## src/core/sdram_timing_pkg.sv

```systemverilog
/*
 * Shared constants for the SDRAM command interval register block:
 * register byte addresses, field widths, reset codes and counter sizes.
 * Assumes a 32-bit Avalon-MM register port that carries byte addresses.
 */
package sdram_timing_pkg;

  //////////////////////////////////////////////////////////////////////////
  // bus geometry
  localparam int ADDR_W = 32;
  localparam int DATA_W = 32;
  localparam int BE_W   = 4;

  //////////////////////////////////////////////////////////////////////////
  // interval indices, one per timing register
  localparam int NUM_INTERVALS     = 6;
  localparam int IDX_WRITE_RECOVERY = 0;
  localparam int IDX_ACT_TO_ACT     = 1;
  localparam int IDX_AUTO_REFRESH   = 2;
  localparam int IDX_EXIT_SELF_REF  = 3;
  localparam int IDX_BANK_TO_BANK   = 4;
  localparam int IDX_MODE_LOAD      = 5;

  //////////////////////////////////////////////////////////////////////////
  // register byte addresses
  localparam logic [31:0] WRITE_RECOVERY_TIME_OFS      = 32'h3108_0044;
  localparam logic [31:0] ACTIVE_TO_ACTIVE_PERIOD_OFS  = 32'h3108_0048;
  localparam logic [31:0] AUTO_REFRESH_PERIOD_OFS      = 32'h3108_004c;
  localparam logic [31:0] EXIT_SELF_REFRESH_TIME_OFS   = 32'h3108_0050;
  localparam logic [31:0] BANK_TO_BANK_LATENCY_OFS     = 32'h3108_0054;
  localparam logic [31:0] MODE_LOAD_TO_ACTIVE_TIME_OFS = 32'h3108_0058;
  localparam logic [31:0] INTERVAL_STATUS_OFS          = 32'h3108_00f0;

  localparam logic [31:0] REG_OFS [NUM_INTERVALS] = '{
    WRITE_RECOVERY_TIME_OFS,
    ACTIVE_TO_ACTIVE_PERIOD_OFS,
    AUTO_REFRESH_PERIOD_OFS,
    EXIT_SELF_REFRESH_TIME_OFS,
    BANK_TO_BANK_LATENCY_OFS,
    MODE_LOAD_TO_ACTIVE_TIME_OFS
  };

  //////////////////////////////////////////////////////////////////////////
  // field widths, all fields sit at bit 0
  localparam int FIELD_LSB = 0;
  localparam int FIELD_W [NUM_INTERVALS] = '{4, 5, 5, 8, 4, 4};
  localparam int FIELD_MAX_W = 8;

  // reset codes: all-ones, the longest interval of each field
  localparam logic [7:0] FIELD_RST [NUM_INTERVALS] = '{
    8'h0f, 8'h1f, 8'h1f, 8'hff, 8'h0f, 8'h0f
  };

  //////////////////////////////////////////////////////////////////////////
  // status register layout
  localparam int STATUS_BUSY_LSB    = 0;
  localparam int STATUS_UNMAPPED_BIT = 8;

  //////////////////////////////////////////////////////////////////////////
  // interval counter: longest interval is 256 cycles
  localparam int CNT_W = 9;

  //////////////////////////////////////////////////////////////////////////
  // avalon response codes
  localparam logic [1:0] RESP_OKAY         = 2'h0;
  localparam logic [1:0] RESP_DECODE_ERROR = 2'h3;

endpackage : sdram_timing_pkg

```

## src/core/interval_timer.sv

```systemverilog
/*
 * Down counter that times one SDRAM command interval.
 * Assumes load_i is a one-cycle pulse from logic on the same clock.
 */
`timescale 1ns/100ps

module interval_timer #(
  parameter int CW = 9
) (
  // clock and reset
  input  wire logic          clk_i,
  input  wire logic          rst_n_i,
  // control
  input  wire logic          load_i,
  input  wire logic [CW-1:0] cycles_i,
  // status
  output logic               elapsed_o
);

  logic [CW-1:0] count_r;

  // the count is captured at load, so a later register write only
  // affects the next interval, never the one in flight
  always_ff @(posedge clk_i or negedge rst_n_i) begin
    if (!rst_n_i) begin
      count_r <= '0;
    end else if (load_i) begin
      count_r <= cycles_i;
    end else if (count_r != '0) begin
      count_r <= count_r - CW'(1);
    end
  end

  assign elapsed_o = (count_r == '0);

endmodule : interval_timer

```

## src/core/sdram_command_timing_regs.sv

```systemverilog
/*
 * SDRAM command interval registers with an Avalon-MM slave port and
 * one interval timer per setting for the command sequencer.
 * Assumes a single 100 MHz clock shared with the sequencer, whose start
 * pulses come from logic on that clock.
 */
// Overview of operation
// - write recovery: 4-bit code, n+1 cycles
// - active to active: 5-bit code, n+1 cycles
// - auto-refresh period: 5-bit code, n+1 cycles
// - exit self-refresh: 8-bit code, n+1 cycles
// - bank to bank activate: 4-bit, n+1 cycles
// - mode load to active: 4-bit, n+1 cycles
// - every access takes exactly one wait state
// - one shared value for all chip selects
`timescale 1ns/100ps

module sdram_command_timing_regs (
  // clock and reset
  input  wire logic                                  clk_i,
  input  wire logic                                  rst_n_i,
  // avalon-mm register slave
  input  wire logic [sdram_timing_pkg::ADDR_W-1:0]   avs_address_i,
  input  wire logic                                  avs_read_i,
  input  wire logic                                  avs_write_i,
  input  wire logic [sdram_timing_pkg::DATA_W-1:0]   avs_writedata_i,
  input  wire logic [sdram_timing_pkg::BE_W-1:0]     avs_byteenable_i,
  output logic      [sdram_timing_pkg::DATA_W-1:0]   avs_readdata_o,
  output logic      [1:0]                            avs_response_o,
  output logic                                       avs_waitrequest_o,
  // command sequencer side
  input  wire logic [sdram_timing_pkg::NUM_INTERVALS-1:0] interval_start_i,
  output logic      [sdram_timing_pkg::NUM_INTERVALS-1:0] interval_elapsed_o,
  // programmed interval lengths in cycles, shared by all chip selects
  output logic      [sdram_timing_pkg::CNT_W-1:0]    write_recovery_cycles_o,
  output logic      [sdram_timing_pkg::CNT_W-1:0]    act_to_act_cycles_o,
  output logic      [sdram_timing_pkg::CNT_W-1:0]    auto_refresh_cycles_o,
  output logic      [sdram_timing_pkg::CNT_W-1:0]    exit_self_ref_cycles_o,
  output logic      [sdram_timing_pkg::CNT_W-1:0]    bank_to_bank_cycles_o,
  output logic      [sdram_timing_pkg::CNT_W-1:0]    mode_load_cycles_o
);

  localparam int N  = sdram_timing_pkg::NUM_INTERVALS;
  localparam int CW = sdram_timing_pkg::CNT_W;
  localparam int FW = sdram_timing_pkg::FIELD_MAX_W;

  ////////////////////////////////////////////////////////////////////////////
  // decode helpers

  // mask of the defined bits for a field of the given width
  function automatic logic [FW-1:0] field_mask(input int width);
    logic [FW-1:0] m;
    m = '0;
    for (int b = 0; b < FW; b++) begin
      if (b < width) begin
        m[b] = 1'b1;
      end
    end
    return m;
  endfunction : field_mask

  // all-ones gives 2**width, which is again code plus one
  function automatic logic [CW-1:0] code_to_cycles(input logic [FW-1:0] code,
                                                   input int width);
    logic [CW-1:0] c;
    c = {1'b0, code & field_mask(width)};
    return c + CW'(1);
  endfunction : code_to_cycles

  // one-hot match of an address against the timing registers
  function automatic logic [N-1:0] reg_hit(
    input logic [sdram_timing_pkg::ADDR_W-1:0] addr);
    logic [N-1:0] h;
    h = '0;
    for (int k = 0; k < N; k++) begin
      h[k] = (addr == sdram_timing_pkg::REG_OFS[k]);
    end
    return h;
  endfunction : reg_hit

  ////////////////////////////////////////////////////////////////////////////
  // bus handshake

  logic          req;
  logic          wait_done_r;
  logic          fire;
  logic          wr_fire;
  logic [N-1:0]  hit;
  logic          status_hit;
  logic          mapped;

  assign req        = avs_read_i | avs_write_i;
  assign hit        = reg_hit(avs_address_i);
  assign status_hit =
    (avs_address_i == sdram_timing_pkg::INTERVAL_STATUS_OFS);
  assign mapped     = (|hit) | status_hit;

  // first cycle of a request is the wait state, second completes it
  always_ff @(posedge clk_i or negedge rst_n_i) begin
    if (!rst_n_i) begin
      wait_done_r <= 1'b0;
    end else begin
      wait_done_r <= req & ~wait_done_r;
    end
  end

  assign avs_waitrequest_o = req & ~wait_done_r;
  assign fire              = req & wait_done_r;
  assign wr_fire           = avs_write_i & wait_done_r;

  ////////////////////////////////////////////////////////////////////////////
  // timing fields, one copy serves every chip select

  logic [FW-1:0] field_r [N];

  generate
    for (genvar i = 0; i < N; i++) begin : g_field
      // only byte lane 0 carries a field; undefined bits are dropped
      always_ff @(posedge clk_i or negedge rst_n_i) begin
        if (!rst_n_i) begin
          field_r[i] <= sdram_timing_pkg::FIELD_RST[i];
        end else if (wr_fire && hit[i] && avs_byteenable_i[0]) begin
          field_r[i] <= avs_writedata_i[FW-1:0]
                        & field_mask(sdram_timing_pkg::FIELD_W[i]);
        end
      end
    end
  endgenerate

  ////////////////////////////////////////////////////////////////////////////
  // cycle counts per interval

  logic [CW-1:0] cycles [N];

  generate
    for (genvar i = 0; i < N; i++) begin : g_cycles
      assign cycles[i] = code_to_cycles(field_r[i],
                           sdram_timing_pkg::FIELD_W[i]);
    end
  endgenerate

  assign write_recovery_cycles_o =
    cycles[sdram_timing_pkg::IDX_WRITE_RECOVERY];
  assign act_to_act_cycles_o =
    cycles[sdram_timing_pkg::IDX_ACT_TO_ACT];
  assign auto_refresh_cycles_o =
    cycles[sdram_timing_pkg::IDX_AUTO_REFRESH];
  assign exit_self_ref_cycles_o =
    cycles[sdram_timing_pkg::IDX_EXIT_SELF_REF];
  assign bank_to_bank_cycles_o =
    cycles[sdram_timing_pkg::IDX_BANK_TO_BANK];
  assign mode_load_cycles_o =
    cycles[sdram_timing_pkg::IDX_MODE_LOAD];

  ////////////////////////////////////////////////////////////////////////////
  // interval timers for the command sequencer

  // a new value written mid-interval applies from the next start on,
  // which is harmless as long as software only reprograms when idle
  generate
    for (genvar i = 0; i < N; i++) begin : g_timer
      interval_timer #(
        .CW (CW)
      ) u_timer (
        .clk_i     (clk_i),
        .rst_n_i   (rst_n_i),
        .load_i    (interval_start_i[i]),
        .cycles_i  (cycles[i]),
        .elapsed_o (interval_elapsed_o[i])
      );
    end
  endgenerate

  ////////////////////////////////////////////////////////////////////////////
  // unmapped access flag

  logic unmapped_r;
  logic unmapped_set;
  logic unmapped_clr;

  assign unmapped_set = fire & ~mapped;
  assign unmapped_clr = wr_fire & status_hit & avs_byteenable_i[1]
                        & avs_writedata_i[sdram_timing_pkg::STATUS_UNMAPPED_BIT];

  // a new bad access in the clearing cycle keeps the flag set
  always_ff @(posedge clk_i or negedge rst_n_i) begin
    if (!rst_n_i) begin
      unmapped_r <= 1'b0;
    end else if (unmapped_set) begin
      unmapped_r <= 1'b1;
    end else if (unmapped_clr) begin
      unmapped_r <= 1'b0;
    end
  end

  ////////////////////////////////////////////////////////////////////////////
  // read data and response

  logic [sdram_timing_pkg::DATA_W-1:0] rd_mux;

  always_comb begin
    rd_mux = '0;
    for (int k = 0; k < N; k++) begin
      if (hit[k]) begin
        rd_mux[FW-1:0] = field_r[k];
      end
    end
    if (status_hit) begin
      rd_mux[sdram_timing_pkg::STATUS_BUSY_LSB +: N] = ~interval_elapsed_o;
      rd_mux[sdram_timing_pkg::STATUS_UNMAPPED_BIT]   = unmapped_r;
    end
  end

  // sampled in the wait-state cycle so data is settled at completion
  always_ff @(posedge clk_i or negedge rst_n_i) begin
    if (!rst_n_i) begin
      avs_readdata_o <= '0;
    end else if (req && !wait_done_r) begin
      avs_readdata_o <= avs_read_i ? rd_mux : '0;
    end
  end

  always_ff @(posedge clk_i or negedge rst_n_i) begin
    if (!rst_n_i) begin
      avs_response_o <= sdram_timing_pkg::RESP_OKAY;
    end else if (req && !wait_done_r) begin
      avs_response_o <= mapped ? sdram_timing_pkg::RESP_OKAY
                               : sdram_timing_pkg::RESP_DECODE_ERROR;
    end
  end

endmodule : sdram_command_timing_regs

```

## config.mk

```make
export PLATFORM = sky130hd
export DESIGN_NAME = sdram_command_timing_regs
export DESIGN_NICKNAME = d
export VERILOG_FILES = /design/src/core/sdram_timing_pkg.sv /design/src/core/interval_timer.sv /design/src/core/sdram_command_timing_regs.sv
export SDC_FILE = /design/constraint.sdc
export NUM_CORES = 1
export LEC_CHECK = 0
export BUFFER_PORTS_ARGS = -buffer_cell sky130_fd_sc_hd__buf_2
export CORE_MARGIN = 10
export CORE_UTILIZATION = 52
export DETAILED_ROUTE_END_ITERATION = 16
export PLACE_DENSITY = 0.81
export SETUP_SLACK_MARGIN = 0.3
export SLEW_MARGIN = 40
export SYNTH_ARGS = -nofsm -noshare
export SYNTH_HDL_FRONTEND = slang
export SYNTH_SLANG_ARGS = --single-unit
export TNS_END_PERCENT = 5
```

## constraint.sdc

```tcl
create_clock -name clk_i -period 3 [get_ports clk_i]
set_clock_uncertainty 0.05 [all_clocks]
set_input_delay 0.45 -clock clk_i [delete_from_list [all_inputs] [get_ports clk_i]]
set_output_delay 0.45 -clock clk_i [all_outputs]
set_load 0.01 [all_outputs]
```

Yosys cells after proc, flatten, opt, wreduce, memory -nomap -nowiden
Index checks and enable logic that the tools add are counted.
- multiplexer cells: 24
- add/subtract/negate cells: 12
- divide/modulo/power cells: 0
- reduce and logical (&&, ||, !) cells: 34
- equality and inequality tests: 7
- shift-type cells: 0
- bitwise logic cells: 12
- order comparisons: 0
- multiply operators: 0
- operator list (operator ; number):
    == test 32 x 30 -> 1 bit, second input constant ; 7
    two-way mux 9 bit ; 13
    zero test 9 bit ; 6
    nonzero test 9 bit ; 6
    subtractor 9 x 1 -> 9 bit, second input constant ; 6
    two-way mux 8 bit ; 3
    adder 4 x 1 -> 5 bit, second input constant ; 3
    nonzero test 2 bit ; 7
    logical AND 1 bit ; 13
    adder 5 x 1 -> 6 bit, second input constant ; 2
    two-way mux 5 bit ; 2
    adder 8 x 1 -> 9 bit, second input constant ; 1
    AND 1 bit ; 7
    two-way mux 6 bit ; 1
    NOT 6 bit ; 1
    OR reduction 6 bit ; 1
    two-way mux 4 bit ; 1
    two-way mux 1 bit ; 3
    two-way mux 2 bit ; 1
    NOT 1 bit ; 2
    bitwise OR 1 bit ; 2
    zero test 1 bit ; 1
- bits in latches: 0
- memory bits (writable): 0
- logic and storage cells: 105
- output and inout port bits: 95
- memories kept: 0
- bits of input ports: 78
- register bits: 120
- bits in read-only memories: 0

Longest topological paths before layout
- depth in word-level cells: 9
- gate-level depth with buffers: 8
- depth with buffers taken out: 7

Cells and area by module
Synthesis repeated with hierarchy kept, for this count alone.
- cell total of the unflattened synthesis: 618
- area total of the unflattened synthesis: 6183.4 um2
- modules (own cells, without submodules) (module ; cells each ; sequential area each (um2) ; instances ; area an instance (um2)):
    interval_timer ; 57 ; 225.2 ; 6 ; 534.3
    sdram_command_timing_regs ; 276 ; 1088.5 ; 1 ; 2977.9

Worst setup path after synthesis
No wires, ideal clock.
- kind: input to register
- start point: in avs_address_i[9] in the netlist's numbering
- end point: reg field_r[24] in the netlist's numbering
- slack: 396 ps
- data arrival time: 2472 ps
- setup time: 82 ps
- data required time: 2868 ps
- stages on the path: 6
- buffers on the path: 2
- cell sequence: or4_1 -> or4_1 -> buf_2 -> or4_4 -> buf_6 -> mux2_4
- cells in the longest elaborated chain, start to end: 3
- RTL lines (element ; RTL line ; source):
    start: declaration ; sdram_command_timing_regs.sv:23 ; input wire logic [sdram_timing_pkg::ADDR_W-1:0] avs_address_i,
    == test 32 x 30 -> 1 bit ; sdram_command_timing_regs.sv:76 ; h[k] = (addr == sdram_timing_pkg::REG_OFS[k]);
    logical AND 1 bit (2 in series) ; sdram_command_timing_regs.sv:122 ; end else if (wr_fire && hit[i] && avs_byteenable_i[0]) begin
    end signal: indexed assignment ; sdram_command_timing_regs.sv:121 ; field_r[i] <= sdram_timing_pkg::FIELD_RST[i];
    end signal: indexed assignment ; sdram_command_timing_regs.sv:123 ; field_r[i] <= avs_writedata_i[FW-1:0]
    end: declaration ; sdram_command_timing_regs.sv:114 ; logic [FW-1:0] field_r [N];
No other way between the ends.
A chain may end at the register's enable or synchronous reset.

Worst setup path after layout
- start point: reg g_timer[0].u_timer.count_r[5]
- end point: out interval_elapsed_o[0] in the netlist's numbering
- cells in the longest elaborated chain, start to end: 1
- RTL lines (element ; RTL line ; source):
    start: declaration ; interval_timer.sv:20 ; logic [CW-1:0] count_r;
    start signal: assignment ; interval_timer.sv:28 ; count_r <= cycles_i;
    start signal: assignment ; interval_timer.sv:30 ; count_r <= count_r - CW'(1);
    zero test 9 bit ; interval_timer.sv:34 ; assign elapsed_o = (count_r == '0);
    end: declaration ; sdram_command_timing_regs.sv:33 ; output logic [sdram_timing_pkg::NUM_INTERVALS-1:0] interval_elapsed_o,
No other way between the ends.

==> reports/results.txt <==
total clock sinks = 96
setup repair bufs after CTS = 0
Worst-Skew Late Latency = 0.38 ns
yosys warns = 0
critical path type = reg -> out
Clock Tree Root = clkbuf_8
flop and latch count out of synthesis = 96
fin crit period = 2.70 ns
Synth top cells by count = 66 x dfrtp_1, 48 x buf_4, 40 x nand2_1, 40 x nor2_1, 35 x xnor2_1
Mapped Cells = 583
post-synth top area cell = dfrtp_1
via count = 4648
CP Data Arrival Time = 2.20 ns
Area Overhead vs Synth = 12.8%
die extent in y = 125 um
IO Pins = 173
Clock Tree Buf Depth = 2
DR WL/cell = 17.1 um
antenna violations before repair = 0
nature of the critical path endpoint = primary output
grt total ovfl = 0
critical path launch point = g_timer[0].u_timer.count_r[5]
ys flop type = dfrtp_1
pwr dens = 695 nW/um2
IO Port Bufs = 106
Seq/Total Area, Yosys = 0.425
CTS clock-pin slew for the worst setup and hold paths = 0.10 ns
Core ar. = 10800 um2
CTS tree = built
Synth Area per Inst = 9.85 um2
count leader, synth = dfrtp_1
EDFF count, synth = 0
worst slack at placement = 0.202 ns
Initial DRC Count = 336
setup ws final = 0.304 ns
Starting Density = 0.530
status = finished, final reports clean
total inserted antenna cells = 0
FMAX = 0.371 GHz
hold crit path type = in -> async
Power Total = 4.51 mW
post-route ant nets = 0
crit path launch type = flip-flop
Filler cells = 934
CP max FO = 4
Peak VDD IR = 450 uV
RSZ-0062 raised after global routing = yes
final core utilization = 0.598
first-pass GRT wire length = 23.2 mm
Final period util = 0.899
Yosys top cell area share = 0.288
Total Wirelength = 14.1 mm
GRT Total Usage = 0.175
top cells by area, synth = dfrtp_1 29%, dfstp_2 14%, buf_4 6.3%, xnor2_1 5.3%, mux2_2 4.9%
die area = 15600 um2
synth unique cells = 57
fraction of layout cells with a size suffix above 1 = 0.311
largest net degree at the start of global routing = 54
Remaining DRCs = 0
DR pass1 iterations = 4
Static Leakage = 3.08 nW
pins over their slew limit = 0
Worst Tran Pin Value = 0.717 ns
CP required = 2.50 ns
nets = 773
row count = 38
vias in the first global route = 4712
setup TNS = 0 ns
max-capacitance violation count = 0
total CTS buffers = 9
reg2reg start = g_timer[4].u_timer.count_r[0]
Syn Std Cell Area = 5740 um2
Fin. Hold Viols = 0
die width = 125 um
post-DP HPWL = 10.9 mm
final setup vio count = 0
slew margin rel. = 0.510
global placer's final weighted congestion = 0.906
CTS H-tree lvls = 3
vias per cell = 5.61
asr flop ratio synth = 1.00
==> report_power, final <==
part | total (mW) | leakage (nW) | internal (mW) | switching, mW
combinational | 1.78 | 1.80 | 0.806 | 0.973
clock | 0.928 | 0.0958 | 0.470 | 0.458
sequential | 1.80 | 1.18 | 1.55 | 0.243
total | 4.51 | 3.08 | 2.83 | 1.67
==> cell usage in the layout, fill, tap and decap left out, types with 25 or more instances in the layout <==
master / instances
buf_2: 105
conb_1: 41
dfrtp_1: 66
dfstp_2: 30
inv_1: 27
mux2_2: 25
nand2_1: 40
nor2_1: 40
o21ai_0: 33
xnor2_1: 35
==> flip-flops by register name (all words and copies together) (netlist names) <==
signal                   flops
field_r                     30
unmapped_r                   1
avs_readdata_o               9
avs_response_o               1
wait_done_r                  1
g_timer.u_timer.count_r     54
==> layer usage <==
layer | global-route usage | routed length, um | vias up
met5 | 0 | 0 | -
met4 | 0.0637 | 273 | 0
met3 | 0.0507 | 1070 | 24
met2 | 0.288 | 6860 | 173
met1 | 0.215 | 5930 | 2261
li1 | - | - | 2190
==> critical path: stages (launching register included) <==
cell	delay (ns)
dfrtp_1	0.42
or4_1	0.61
or4_1	0.59
inv_1	0.08
buf_2	0.13
==> stage by stage <==
step           hold slack, ns  instance area, um2  instances
3_3_place_gp            0.424                6240        812
5_1_grt                0.0428                6480        828
3_5_place_dp            0.433                6240        812
6_report              0.00647                6480        828
4_1_cts                0.0186                6470        828
2_1_floorplan           0.104                5890        623
==> layout make-up <==
| class | count | area (um2) | area share |
|---|---|---|---|
| repair buffers | 117 | 628 | 0.0969 |
| multi-input cells | 432 | 2920 | 0.451 |
| clock buffers | 11 | 131 | 0.0203 |
| flip-flops and latches | 96 | 2440 | 0.377 |
| clock inverters | 5 | 82.6 | 0.0127 |
| well taps | 140 | 175 | 0.0270 |
| inverters | 27 | 101 | 0.0156 |
==> logic make-up after synthesis <==
family	Yosys count	share of synthesized area
buffers and inverters	95	0.0963
AO/OA/AOI/OAI	89	0.0970
AND/OR/NAND/NOR	198	0.190
other	1	0.000653
XOR/XNOR	45	0.0686
flip-flops	96	0.425
multiplexers	47	0.0961
adder cells (fa/ha/maj)	12	0.0261
==> repair_timing <==
item                       4_1_cts  5_1_grt
resized for setup                2        2
cloned                           0        0
hold buffers                     0        0
hold endpoints to repair         0        0
setup endpoints to repair        5        6
==> path summary, 6_finish.rpt <==
check	endpoint	slack (ns)	depth (start not counted)
worst min register to register	avs_readdata_o[7]	0.46	1
min in group clk_i	field_r[23]	0.26	2
worst max-delay path	interval_elapsed_o[0]	0.30	4
worst min-delay path	g_timer[4].u_timer.count_r[1]	0.006	1
worst max register to register	g_timer[4].u_timer.count_r[1]	0.64	7
max in group asynchronous	field_r[36]	2.15	2
No activity file was read; power rests on OpenSTA's default activity.
